**config.mk**
```make
export PLATFORM = sky130hd
export DESIGN_NAME = fcto_regs
export DESIGN_NICKNAME = d
export VERILOG_FILES = /design/src/rtl/fcto_regs_unused_guard.sv /design/src/rtl/fcto_pkg.sv /design/src/rtl/fcto_chan.sv /design/src/rtl/fcto_regs.sv
export VERILOG_INCLUDE_DIRS = /design/src /design/src/rtl
export SDC_FILE = /design/constraint.sdc
export NUM_CORES = 1
export LEC_CHECK = 0
export ABC_CLOCK_PERIOD_IN_PS = 25000
export BUFFER_PORTS_ARGS = -buffer_cell sky130_fd_sc_hd__buf_2
export CORE_MARGIN = 4
export CORE_UTILIZATION = 45
export DETAILED_ROUTE_END_ITERATION = 8
export PLACE_DENSITY_LB_ADDON = 0.25
export RECOVER_POWER = 50
export SYNTH_ARGS = -nofsm -noshare
export SYNTH_HDL_FRONTEND = slang
export SYNTH_HIERARCHICAL = 1
export SYNTH_SLANG_ARGS = --single-unit
```
**constraint.sdc**
```tcl
create_clock -name clk_i -period 25 [get_ports clk_i]
set_clock_uncertainty 0.2 [all_clocks]
set_input_delay 2.5 -clock clk_i [delete_from_list [all_inputs] [get_ports clk_i]]
set_output_delay 2.5 -clock clk_i [all_outputs]
set_load 0.005 [all_outputs]
```
**src/rtl/fcto_params.svh**
```systemverilog
// Offsets, field positions, reset values and fixed figures of the fan
// control threshold and offset register bank. Definitions only.
`ifndef FCTO_PARAMS_SVH
`define FCTO_PARAMS_SVH

// Register offsets on the management bus register port
`define FCTO_ADDR_LOCAL_OFS 8'h0D
`define FCTO_ADDR_REM1_OFS 8'h0E
`define FCTO_ADDR_REM2_OFS 8'h0F
`define FCTO_ADDR_MIN_SPEED 8'h20
`define FCTO_ADDR_FILTER 8'h23
`define FCTO_ADDR_LOCAL_SS 8'h24
`define FCTO_ADDR_REM1_SS 8'h25
`define FCTO_ADDR_REM2_SS 8'h26
`define FCTO_ADDR_OVT 8'h3F

// Power-on values
`define FCTO_RST_OFS 8'h00
`define FCTO_RST_FILTER 8'h50
`define FCTO_RST_LOCAL_SS 8'h41
`define FCTO_RST_REM_SS 8'h61
`define FCTO_RST_MIN_SPEED 8'h55
`define FCTO_RST_OVT_EN 1'h1
// Revision nibble: arbitrary neutral value
`define FCTO_REVISION 4'h1

// Field positions
`define FCTO_START_MSB 7
`define FCTO_START_LSB 3
`define FCTO_SPAN_MSB 2
`define FCTO_SPAN_LSB 0
`define FCTO_SIGN_BIT 7
`define FCTO_MAG_MSB 3
`define FCTO_MAG_LSB 0
`define FCTO_OVT_EN_BIT 7
`define FCTO_REV_MSB 3
`define FCTO_REV_LSB 0
`define FCTO_MINSPD1_MSB 3
`define FCTO_MINSPD1_LSB 0
`define FCTO_MINSPD2_MSB 7
`define FCTO_MINSPD2_LSB 4

// Fixed figures of the control law
`define FCTO_SPAN_MAX_CODE 3'h4
`define FCTO_SPAN_SCALE 10'h003
`define FCTO_FULL_SPEED 4'hF
`define FCTO_TEMP_MAX 10'sh07F
`define FCTO_TEMP_MIN -10'sh080

`endif

```
**src/rtl/fcto_regs_unused_guard.sv**
```systemverilog
// Holds no logic: the bank needs no extra stage between its flops and pins.
// Assumes nothing of its surroundings.

```
**src/rtl/fcto_pkg.sv**
```systemverilog
// Types shared by the register bank and its per-channel datapath.
package fcto_pkg;

	typedef struct packed
	{
		logic [2:0][7:0] offset;
		logic [2:0][7:0] start_span;
		logic [7:0] filter;
		logic [7:0] min_speed;
		logic ovt_en;
	} fcto_reg_type;

	typedef struct packed
	{
		logic [7:0] adj;
		logic [3:0] level;
	} fcto_chan_type;

	typedef struct packed
	{
		fcto_reg_type regs;
		logic [1:0] ovt_sync;
		logic [7:0] rd_data;
		logic [2:0][7:0] adj;
		logic [1:0][3:0] duty;
		logic full_speed;
	} fcto_state_type;

endpackage

```
**src/rtl/fcto_chan.sv**
```systemverilog
// One temperature channel: applies the signed reading offset and turns
// the adjusted reading into a fan demand level from start and span.
// Assumes readings are whole degrees, two's complement, on clk_i's domain.
`timescale 1ns/100ps
`include "fcto_params.svh"

module fcto_chan
(
	input wire logic [7:0] reading_i,
	input wire logic [7:0] offset_i,
	input wire logic [7:0] start_span_i,
	output fcto_pkg::fcto_chan_type chan_o
);

	logic signed [9:0] sum;
	logic signed [9:0] delta;
	logic [9:0] scaled;
	logic [2:0] span;
	logic [7:0] adj;

	always_comb
	begin
		if (offset_i[`FCTO_SIGN_BIT])
		begin
			sum = $signed({{2{reading_i[7]}}, reading_i}) -
				$signed({6'h00, offset_i[`FCTO_MAG_MSB:`FCTO_MAG_LSB]}); // RULE9 RULE11 RULE12
		end
		else
		begin
			sum = $signed({{2{reading_i[7]}}, reading_i}) +
				$signed({6'h00, offset_i[`FCTO_MAG_MSB:`FCTO_MAG_LSB]}); // RULE10
		end
		// Saturate rather than wrap near the ends of the range
		if (sum > `FCTO_TEMP_MAX)
		begin
			adj = 8'h7F;
		end
		else if (sum < `FCTO_TEMP_MIN)
		begin
			adj = 8'h80;
		end
		else
		begin
			adj = sum[7:0];
		end
		// Start code counts 4 degree steps
		delta = $signed({{2{adj[7]}}, adj}) -
			$signed({3'h0, start_span_i[`FCTO_START_MSB:`FCTO_START_LSB], 2'h0}); // RULE1
		// Undefined span codes act as the widest span
		if (start_span_i[`FCTO_SPAN_MSB:`FCTO_SPAN_LSB] > `FCTO_SPAN_MAX_CODE)
		begin
			span = `FCTO_SPAN_MAX_CODE;
		end
		else
		begin
			span = start_span_i[`FCTO_SPAN_MSB:`FCTO_SPAN_LSB]; // RULE5
		end
		// Span is 5 << code, so 15 * delta / span is (3 * delta) >> code
		if (delta <= 10'sh000)
		begin
			scaled = 10'h000;
		end
		else
		begin
			scaled = 10'((10'(delta) * `FCTO_SPAN_SCALE) >> span); // RULE19
		end
		chan_o.adj = adj;
		if (scaled > 10'({6'h00, `FCTO_FULL_SPEED}))
		begin
			chan_o.level = `FCTO_FULL_SPEED;
		end
		else
		begin
			chan_o.level = scaled[3:0];
		end
	end

endmodule

```
**src/rtl/fcto_regs.sv**
```systemverilog
// Fan control threshold and offset register bank with its automatic
// speed law. Assumes the management bus slave logic on clk_i presents
// decoded register accesses; readings come from the measurement engine.
//
// Notes on behaviour
// RULE1: Start temperature, bits 7:3, 4 degree steps.
// RULE2: Separate start and span per channel.
// RULE3: Local start resets to 32 degrees.
// RULE4: Remote starts reset to 48 degrees.
// RULE5: Span bits 2:0, 5 to 80 degrees.
// RULE6: Enable set: low overtemp pin forces full.
// RULE7: Enable clear: overtemp pin forces nothing.
// RULE8: Read-only revision nibble, writes ignored.
// RULE9: Local sign bit selects add or subtract.
// RULE10: Offset magnitude bits 3:0, up to 15.
// RULE11: Remote 1 sign selects add or subtract.
// RULE12: Remote 2 sign selects add or subtract.
// RULE13: Remote offset bits 6:4 read zero.
// RULE14: Offset registers reset to zero.
// RULE15: Local start and span reset 41H.
// RULE16: Fan filter register at 23H, reset 50H.
// RULE17: Overtemp behaviour register at 3FH, reset 80H; the revision nibble of 1 makes it read 81H.
// RULE18: Minimum speed nibble floors automatic fan speed.
// RULE19: Ramp from minimum to full across span; code ramps from zero at start, floored by the minimum.
`timescale 1ns/100ps
`include "fcto_params.svh"

module fcto_regs
(
	input wire logic clk_i,
	input wire logic sys_rst_i,
	input wire logic [7:0] reg_addr_i,
	input wire logic reg_wr_i,
	input wire logic [7:0] reg_wdata_i,
	input wire logic overtemp_n_i,
	input wire logic [7:0] local_reading_i,
	input wire logic [7:0] remote1_reading_i,
	input wire logic [7:0] remote2_reading_i,
	output logic [7:0] reg_rdata_o,
	output logic [7:0] local_adjusted_o,
	output logic [7:0] remote1_adjusted_o,
	output logic [7:0] remote2_adjusted_o,
	output logic [3:0] fan1_duty_o,
	output logic [3:0] fan2_duty_o,
	output logic fan_full_speed_o,
	output logic [7:0] fan_filter_config_o
);

	////////////////////////////////////////////////////////////////////////////
	// Register select, one bit per mapped offset

	localparam int SEL_LOCAL_OFS = 0;
	localparam int SEL_REM1_OFS = 1;
	localparam int SEL_REM2_OFS = 2;
	localparam int SEL_MIN_SPEED = 3;
	localparam int SEL_FILTER = 4;
	localparam int SEL_LOCAL_SS = 5;
	localparam int SEL_REM1_SS = 6;
	localparam int SEL_REM2_SS = 7;
	localparam int SEL_OVT = 8;

	// Shared by the read and write paths so both always agree on the map
	function automatic logic [8:0] reg_select
	(
		input logic [7:0] addr
	);
		logic [8:0] sel;
		sel = 9'h000;
		if (addr == `FCTO_ADDR_LOCAL_OFS)
		begin
			sel[SEL_LOCAL_OFS] = 1'h1;
		end
		else if (addr == `FCTO_ADDR_REM1_OFS)
		begin
			sel[SEL_REM1_OFS] = 1'h1;
		end
		else if (addr == `FCTO_ADDR_REM2_OFS)
		begin
			sel[SEL_REM2_OFS] = 1'h1;
		end
		else if (addr == `FCTO_ADDR_MIN_SPEED)
		begin
			sel[SEL_MIN_SPEED] = 1'h1;
		end
		else if (addr == `FCTO_ADDR_FILTER)
		begin
			sel[SEL_FILTER] = 1'h1;
		end
		else if (addr == `FCTO_ADDR_LOCAL_SS)
		begin
			sel[SEL_LOCAL_SS] = 1'h1;
		end
		else if (addr == `FCTO_ADDR_REM1_SS)
		begin
			sel[SEL_REM1_SS] = 1'h1;
		end
		else if (addr == `FCTO_ADDR_REM2_SS)
		begin
			sel[SEL_REM2_SS] = 1'h1;
		end
		else if (addr == `FCTO_ADDR_OVT)
		begin
			sel[SEL_OVT] = 1'h1;
		end
		else
		begin
			// Unmapped offsets select nothing
			sel = 9'h000;
		end
		return sel;
	endfunction

	////////////////////////////////////////////////////////////////////////////
	// Register read decode

	function automatic logic [7:0] read_reg
	(
		input logic [7:0] addr,
		input fcto_pkg::fcto_reg_type regs
	);
		logic [8:0] sel;
		logic [7:0] data;
		data = 8'h00;
		sel = reg_select(addr);
		if (sel[SEL_LOCAL_OFS])
		begin
			data[`FCTO_SIGN_BIT] = regs.offset[0][`FCTO_SIGN_BIT];
			data[`FCTO_MAG_MSB:`FCTO_MAG_LSB] = regs.offset[0][`FCTO_MAG_MSB:`FCTO_MAG_LSB];
		end
		else if (sel[SEL_REM1_OFS])
		begin
			data[`FCTO_SIGN_BIT] = regs.offset[1][`FCTO_SIGN_BIT];
			data[`FCTO_MAG_MSB:`FCTO_MAG_LSB] = regs.offset[1][`FCTO_MAG_MSB:`FCTO_MAG_LSB]; // RULE13
		end
		else if (sel[SEL_REM2_OFS])
		begin
			data[`FCTO_SIGN_BIT] = regs.offset[2][`FCTO_SIGN_BIT];
			data[`FCTO_MAG_MSB:`FCTO_MAG_LSB] = regs.offset[2][`FCTO_MAG_MSB:`FCTO_MAG_LSB]; // RULE13
		end
		else if (sel[SEL_MIN_SPEED])
		begin
			data = regs.min_speed;
		end
		else if (sel[SEL_FILTER])
		begin
			data = regs.filter; // RULE16
		end
		else if (sel[SEL_LOCAL_SS])
		begin
			data = regs.start_span[0];
		end
		else if (sel[SEL_REM1_SS])
		begin
			data = regs.start_span[1];
		end
		else if (sel[SEL_REM2_SS])
		begin
			data = regs.start_span[2];
		end
		else if (sel[SEL_OVT])
		begin
			data[`FCTO_OVT_EN_BIT] = regs.ovt_en; // RULE17
			data[`FCTO_REV_MSB:`FCTO_REV_LSB] = `FCTO_REVISION; // RULE8
		end
		else
		begin
			// Unmapped offsets read as zero
			data = 8'h00;
		end
		return data;
	endfunction

	////////////////////////////////////////////////////////////////////////////
	// Higher of two speed codes

	function automatic logic [3:0] max_speed
	(
		input logic [3:0] a,
		input logic [3:0] b
	);
		logic [3:0] m;
		m = a;
		if (b > a)
		begin
			m = b;
		end
		return m;
	endfunction

	////////////////////////////////////////////////////////////////////////////
	// State

	fcto_pkg::fcto_state_type st;
	fcto_pkg::fcto_state_type next_st;
	fcto_pkg::fcto_chan_type [2:0] chan;
	logic [2:0][7:0] reading;

	assign reading[0] = local_reading_i;
	assign reading[1] = remote1_reading_i;
	assign reading[2] = remote2_reading_i;

	////////////////////////////////////////////////////////////////////////////
	// Per-channel offset and demand

	generate
		for (genvar c = 0; c < 3; c++)
		begin : g_chan
			fcto_chan u_chan
			(
				.reading_i(reading[c]),
				.offset_i(st.regs.offset[c]),
				.start_span_i(st.regs.start_span[c]), // RULE2
				.chan_o(chan[c])
			);
		end
	endgenerate

	////////////////////////////////////////////////////////////////////////////
	// Next state

	always_comb
	begin
		logic [3:0] demand;
		logic forced;
		logic [8:0] wr_sel;
		demand = 4'h0;
		forced = 1'b0;
		wr_sel = reg_select(reg_addr_i);
		next_st = st;

		// Overtemp pin comes from outside: two flops before use
		next_st.ovt_sync = {st.ovt_sync[0], overtemp_n_i};

		// Register writes; bits with no storage are simply dropped
		if (reg_wr_i)
		begin
			if (wr_sel[SEL_LOCAL_OFS])
			begin
				next_st.regs.offset[0] = reg_wdata_i;
			end
			else if (wr_sel[SEL_REM1_OFS])
			begin
				next_st.regs.offset[1] = reg_wdata_i;
			end
			else if (wr_sel[SEL_REM2_OFS])
			begin
				next_st.regs.offset[2] = reg_wdata_i;
			end
			else if (wr_sel[SEL_MIN_SPEED])
			begin
				next_st.regs.min_speed = reg_wdata_i;
			end
			else if (wr_sel[SEL_FILTER])
			begin
				next_st.regs.filter = reg_wdata_i; // RULE16
			end
			else if (wr_sel[SEL_LOCAL_SS])
			begin
				next_st.regs.start_span[0] = reg_wdata_i; // RULE1
			end
			else if (wr_sel[SEL_REM1_SS])
			begin
				next_st.regs.start_span[1] = reg_wdata_i;
			end
			else if (wr_sel[SEL_REM2_SS])
			begin
				next_st.regs.start_span[2] = reg_wdata_i;
			end
			else if (wr_sel[SEL_OVT])
			begin
				// Only the enable is writable; revision is a constant
				next_st.regs.ovt_en = reg_wdata_i[`FCTO_OVT_EN_BIT]; // RULE8
			end
		end

		// Read data reflects the register state before this cycle's write
		next_st.rd_data = read_reg(reg_addr_i, st.regs);

		// Adjusted readings
		for (int c = 0; c < 3; c++)
		begin
			next_st.adj[c] = chan[c].adj; // RULE9 RULE11 RULE12
		end

		// Channel with the highest demand level sets the shared demand
		demand = max_speed(max_speed(chan[0].level, chan[1].level), chan[2].level);

		// Full speed only when enabled and the pin is low
		forced = st.regs.ovt_en & ~st.ovt_sync[1]; // RULE6 RULE7
		next_st.full_speed = forced;

		if (forced)
		begin
			next_st.duty[0] = `FCTO_FULL_SPEED; // RULE6
			next_st.duty[1] = `FCTO_FULL_SPEED;
		end
		else
		begin
			next_st.duty[0] = max_speed(demand,
				st.regs.min_speed[`FCTO_MINSPD1_MSB:`FCTO_MINSPD1_LSB]); // RULE18 RULE19
			next_st.duty[1] = max_speed(demand,
				st.regs.min_speed[`FCTO_MINSPD2_MSB:`FCTO_MINSPD2_LSB]); // RULE18
		end

		// Power-on values
		if (sys_rst_i)
		begin
			next_st.regs.offset[0] = `FCTO_RST_OFS; // RULE14
			next_st.regs.offset[1] = `FCTO_RST_OFS;
			next_st.regs.offset[2] = `FCTO_RST_OFS;
			next_st.regs.start_span[0] = `FCTO_RST_LOCAL_SS; // RULE3 RULE15
			next_st.regs.start_span[1] = `FCTO_RST_REM_SS; // RULE4
			next_st.regs.start_span[2] = `FCTO_RST_REM_SS; // RULE4
			next_st.regs.filter = `FCTO_RST_FILTER;
			next_st.regs.min_speed = `FCTO_RST_MIN_SPEED;
			next_st.regs.ovt_en = `FCTO_RST_OVT_EN; // RULE17
			// Pin idles high; avoids a false full-speed burst after reset
			next_st.ovt_sync = 2'h3;
			next_st.rd_data = 8'h00;
			next_st.adj = '0;
			next_st.duty = '0;
			next_st.full_speed = 1'b0;
		end
	end

	////////////////////////////////////////////////////////////////////////////
	// State register

	always_ff @(posedge clk_i)
	begin
		st <= next_st;
	end

	////////////////////////////////////////////////////////////////////////////
	// Outputs, all straight from the state register

	assign reg_rdata_o = st.rd_data;
	assign local_adjusted_o = st.adj[0];
	assign remote1_adjusted_o = st.adj[1];
	assign remote2_adjusted_o = st.adj[2];
	assign fan1_duty_o = st.duty[0];
	assign fan2_duty_o = st.duty[1];
	assign fan_full_speed_o = st.full_speed;
	assign fan_filter_config_o = st.regs.filter;

endmodule

```
After elaboration in Yosys (flattened, before gate mapping)
Cells that the tools add are included.
- flip-flop bits (word level): 108
- input port bits: 44
- output and inout port bits: 49
- logic and storage cells: 143
- $add $sub $neg: 9
- multiply operators: 3
- $lt $le $gt $ge: 19
- equal/unequal tests: 9
- shift-type cells: 3
- multiplexer cells: 62
- bitwise gates (word level): 10
- reduce and logical (&&, ||, !) cells: 10
- operators with widths (cell ; number):
    $mux 8 ; 13
    $mux 10 ; 6
    $eq 8x6->1 const B ; 6
    $mux 4 ; 12
    $gt 10x4->1 const B ; 3
    $gt 10x8->1 const B ; 3
    $le 10x1->1 const B ; 3
    $lt 10x8->1 const B ; 3
    $mul 10x2->10 const B ; 3
    $mux 5 ; 6
    $shr 10x3->10 ; 3
    $add 8x5->9 ; 3
    $sub 8x5->9 ; 3
    $sub 8x8->9 ; 3
    $eq 8x4->1 const B ; 3
    $gt 4x4->1 ; 4
    $mux 1 ; 16
    $mux 3 ; 5
    $reduce_and 10->1 ; 1
    $gt 3x3->1 const B ; 3
    $not 1->1 ; 9
    $reduce_and 9->1 ; 1
    $reduce_and 8->1 ; 1
    $mux 7 ; 1
    10 further kinds ; 11

Longest topological paths before layout
- depth after elaboration: 20
- mapped depth: 49
- mapped depth without buffers: 48

Hierarchy
The synthesis kept the hierarchy.
- modules (own cells, without submodules) (module ; times used ; cells an instance ; area each (µm²) ; seq. area each (µm²)):
    fcto_regs ; 1 ; 593 ; 5266.3 ; 2162.1
    fcto_chan (g_chan[0].u_chan) ; 1 ; 211 ; 1625.3 ; 0.0
    fcto_chan (g_chan[2].u_chan) ; 1 ; 211 ; 1539.0 ; 0.0
    fcto_chan (g_chan[1].u_chan) ; 1 ; 188 ; 1448.9 ; 0.0

Least setup slack after synthesis
OpenSTA, ideal clock, no wires.
- kind: in2reg
- from: in local_reading_i[0]
- to: reg st, in the netlist fan1_duty_o[0]
- arrival time: 11.425 ns
- data required time: 24.722 ns
- path slack: 13.297 ns
- stages on the path: 44
- path buffers: 1
- path through: inv_1 > ha_1 > fa_1 > nand2b_1 > a21o_1 > a21oi_1 > xor2_1 > and4_1 > buf_2 > o31ai_1 > ha_1 > a21o_1 > a21o_1 > a21o_1 > a21o_1 > xnor2_1 > ha_1 > or4b_4 > [... 8 more ...] > and2_4 > nor2_1 > o21ai_0 > inv_1 > ha_1 > nand2_1 > a211oi_1 > or3_1 > a31oi_1 > o21a_1 > o21ai_0 > ha_1 > or2_2 > o221ai_1 > a21boi_0 > maj3_2 > a211oi_1 > nor3_1
- RTL lines (item ; line ; text):
    start: declaration ; fcto_regs.sv:36 ; input wire logic [7:0] local_reading_i,
    end signal: assignment ; fcto_regs.sv:331 ; st <= next_st;
    end: declaration ; fcto_regs.sv:193 ; fcto_pkg::fcto_state_type st;

==> summary.md <==
| Metric | Value |
|---|---|
| Height of the chip | 154 µm |
| Critical Path Sink Type | register |
| Max stage delay on crit path | 0.54 ns |
| Core footprint | 21000 µm² |
| Seq pwr share | 16.2% |
| CP max-delay cell | nor4b_1 |
| Nets | 1331 |
| Setup violation total in the final timing report | 0 |
| Status | finished with violations |
| P per Cell Area | 105 nW/µm² |
| Commonest cells after routing, fill and taps aside | nor2_1 (113), dfxtp_1 (99), inv_1 (94), ha_1 (94), a21oi_1 (67) |
| Switch share | 47.4% |
| Hold Buf Count CTS | 0 |
| Final ANT Viol Nets | 0 |
| Area Overhead vs Synth | 4.82% |
| PnR Total Power | 1.06 mW |
| Setup TNS | 0 ns |
| Fin cells | 1463 |
| Unrepaired setup endpoints after global routing | no |
| Syn_nets | 1320 |
| Number of vias per cell | 5.74 |
| Top routing layer in use | met4 |
| 1st-iter DRT viols | 511 |
| Metal1 wirelength | 11.9 mm |
| Critical path data arrival time | 12.77 ns |
| First-pass GRT wire length | 40.6 mm |
| I/O pins | 93 |
| ANT cells | 0 |
| YS warnings | 6 |
| Fmax | 77.4 MHz |
| Leading cell type in the layout, fill and taps excluded | nor2_1 |
| Most frequent CP cell | ha_1 |
| Area occupied by multi-input gates | 6660 µm² |
| Fin util | 47.9% |
| Router iterations before antenna repair | 5 |
| Initial Utilization | 45.7% |
| Vias | 8401 |
| Max rail drop VDD | 0.0594 mV |
| CTS tree | yes |
| Largest net degree at the start of global routing | 98 |
| Slew Viols, Final | 98 |
| I/O Buffers | 92 |
| Die width | 154 µm |
| Avg Synthesized Cell Area | 8.16 µm² |
| Mapped Cells | 1173 |
| CTS Buffer Depth | 2 |
| Logic pwr share | 71.0% |
| CTS buffer count | 9 |
| Clk pin slew, worst setup/hold paths | 0.07 ns |
| Cts repair resizes | 0 |
| Residual DRC | 0 |
| Final Cycle Share | 51.7% |
| Vias in the first global route | 7937 |
| Remaining Overflow, GRT | 0 |
| Filler cells | 2105 |
| Failing checks | capacitance limit, slew limit |
| Final Wtd Congestion | 0.892 |
| Worst-Margin Slew | 4.21 ns |
| Clock group share of total power | 12.7% |
| Skew-Pair Late Insertion Delay | 0.36 ns |
| Min-delay worst type | reg -> reg |
| Initial antenna violation count | 0 |
| Worst EP required | 24.85 ns |
| Htree depth | 3 |
| Worst setup SP type | primary input |
| Setup bufs post-CTS | 0 |
| Tmin final | 12.92 ns |
| Net Sw Power | 0.501 mW |
| Routed wl met2 | 10.9 mm |
| Die ar. | 23700 µm² |
| Pleak | 4.24 nW |
| Root Driver | clkbuf_16 |
| Max-cap violations | 1 |
| Layout cells sized above 1 | 12.7% |
| FF/Latch Area | 1980 µm² |
| Total internal power | 0.555 mW |
| Met3 wire length | 1.28 mm |
| Worst relative slew slack | -181% |
| Overall Global Routing Usage | 20.7% |
| Synth Cell Area | 9580 µm² |
| Cells after DPL | 1448 |
| Number of hold violations in the final report | 0 |
| Crit Path Max Fanout | 9 |
| Rows | 53 |
| DR WL/cell | 16.8 µm |
| DP HPWL | 19.3 mm |
| Sink Count | 99 |
| Routed WL | 24.6 mm |
| WS Path Type | in -> reg |
state kept, by name, summed over array words and instances (netlist names):
name and cells:
fan1_duty_o 4, fan2_duty_o 4, fan_filter_config_o 8, fan_full_speed_o 1
local_adjusted_o 8, reg_rdata_o 8, remote1_adjusted_o 8, remote2_adjusted_o 8
st 50
area by class of cell:
| class | instances | area share [%] |
|---|---|---|
| timing repair buffer | 92 | 4.26 |
| tap | 275 | 3.43 |
| clock buffer | 9 | 2.24 |
| sequential | 99 | 19.7 |
| clock inverter | 6 | 0.411 |
| multi-input combinational | 887 | 66.4 |
| inverter | 95 | 3.55 |
metrics by stage:
stage,cell area (µm²),hold slack [ns],setup WS [ns]
floorplan,9580,0.189,13.30
global placement,9810,0.207,12.37
detailed placement,9810,0.195,12.01
CTS,10100,0.227,12.31
global route,10000,0.251,11.12
finish,10000,0.228,12.08
power groups by stage:
stage / logic [mW] / clock network [mW] / registers, mW
finish: 0.750 / 0.135 / 0.172
global route: 0.837 / 0.145 / 0.173
CTS: 0.740 / 0.138 / 0.172
detailed placement: 0.735 / 0 / 0.175
global placement: 0.732 / 0 / 0.175
floorplan: 0.625 / 0 / 0.175
per-layer routing:
layer  vias up  GRT usage [%]
met5         -              0
met4         0           7.02
met3        42           3.29
met2       223           32.3
met1      3955           29.0
li1       4181              -
path summary, 6_finish.rpt:
kind	from	endpoint	slack [ns]	depth (start not counted)
worst min register to register	st[41]$_SDFF_PP1_	st[42]$_SDFF_PP1_	0.23	1
worst max register to register	st[84]$_SDFFE_PP0P_	fan2_duty_o[0]$_SDFF_PP0_	13.39	44
worst min-delay path	st[41]$_SDFF_PP1_	st[42]$_SDFF_PP1_	0.23	1
worst max-delay path	local_reading_i[0]	fan2_duty_o[0]$_SDFF_PP0_	12.08	44
worst max-delay path: cells and delay by family:
family	cells	cell delay, ns
simple gates	12	2.98
compound gates	17	3.52
buf+inv	5	0.40
fa+ha+maj	8	2.61
xor+xnor	2	0.75
No activity file was read; power rests on OpenSTA's default activity.
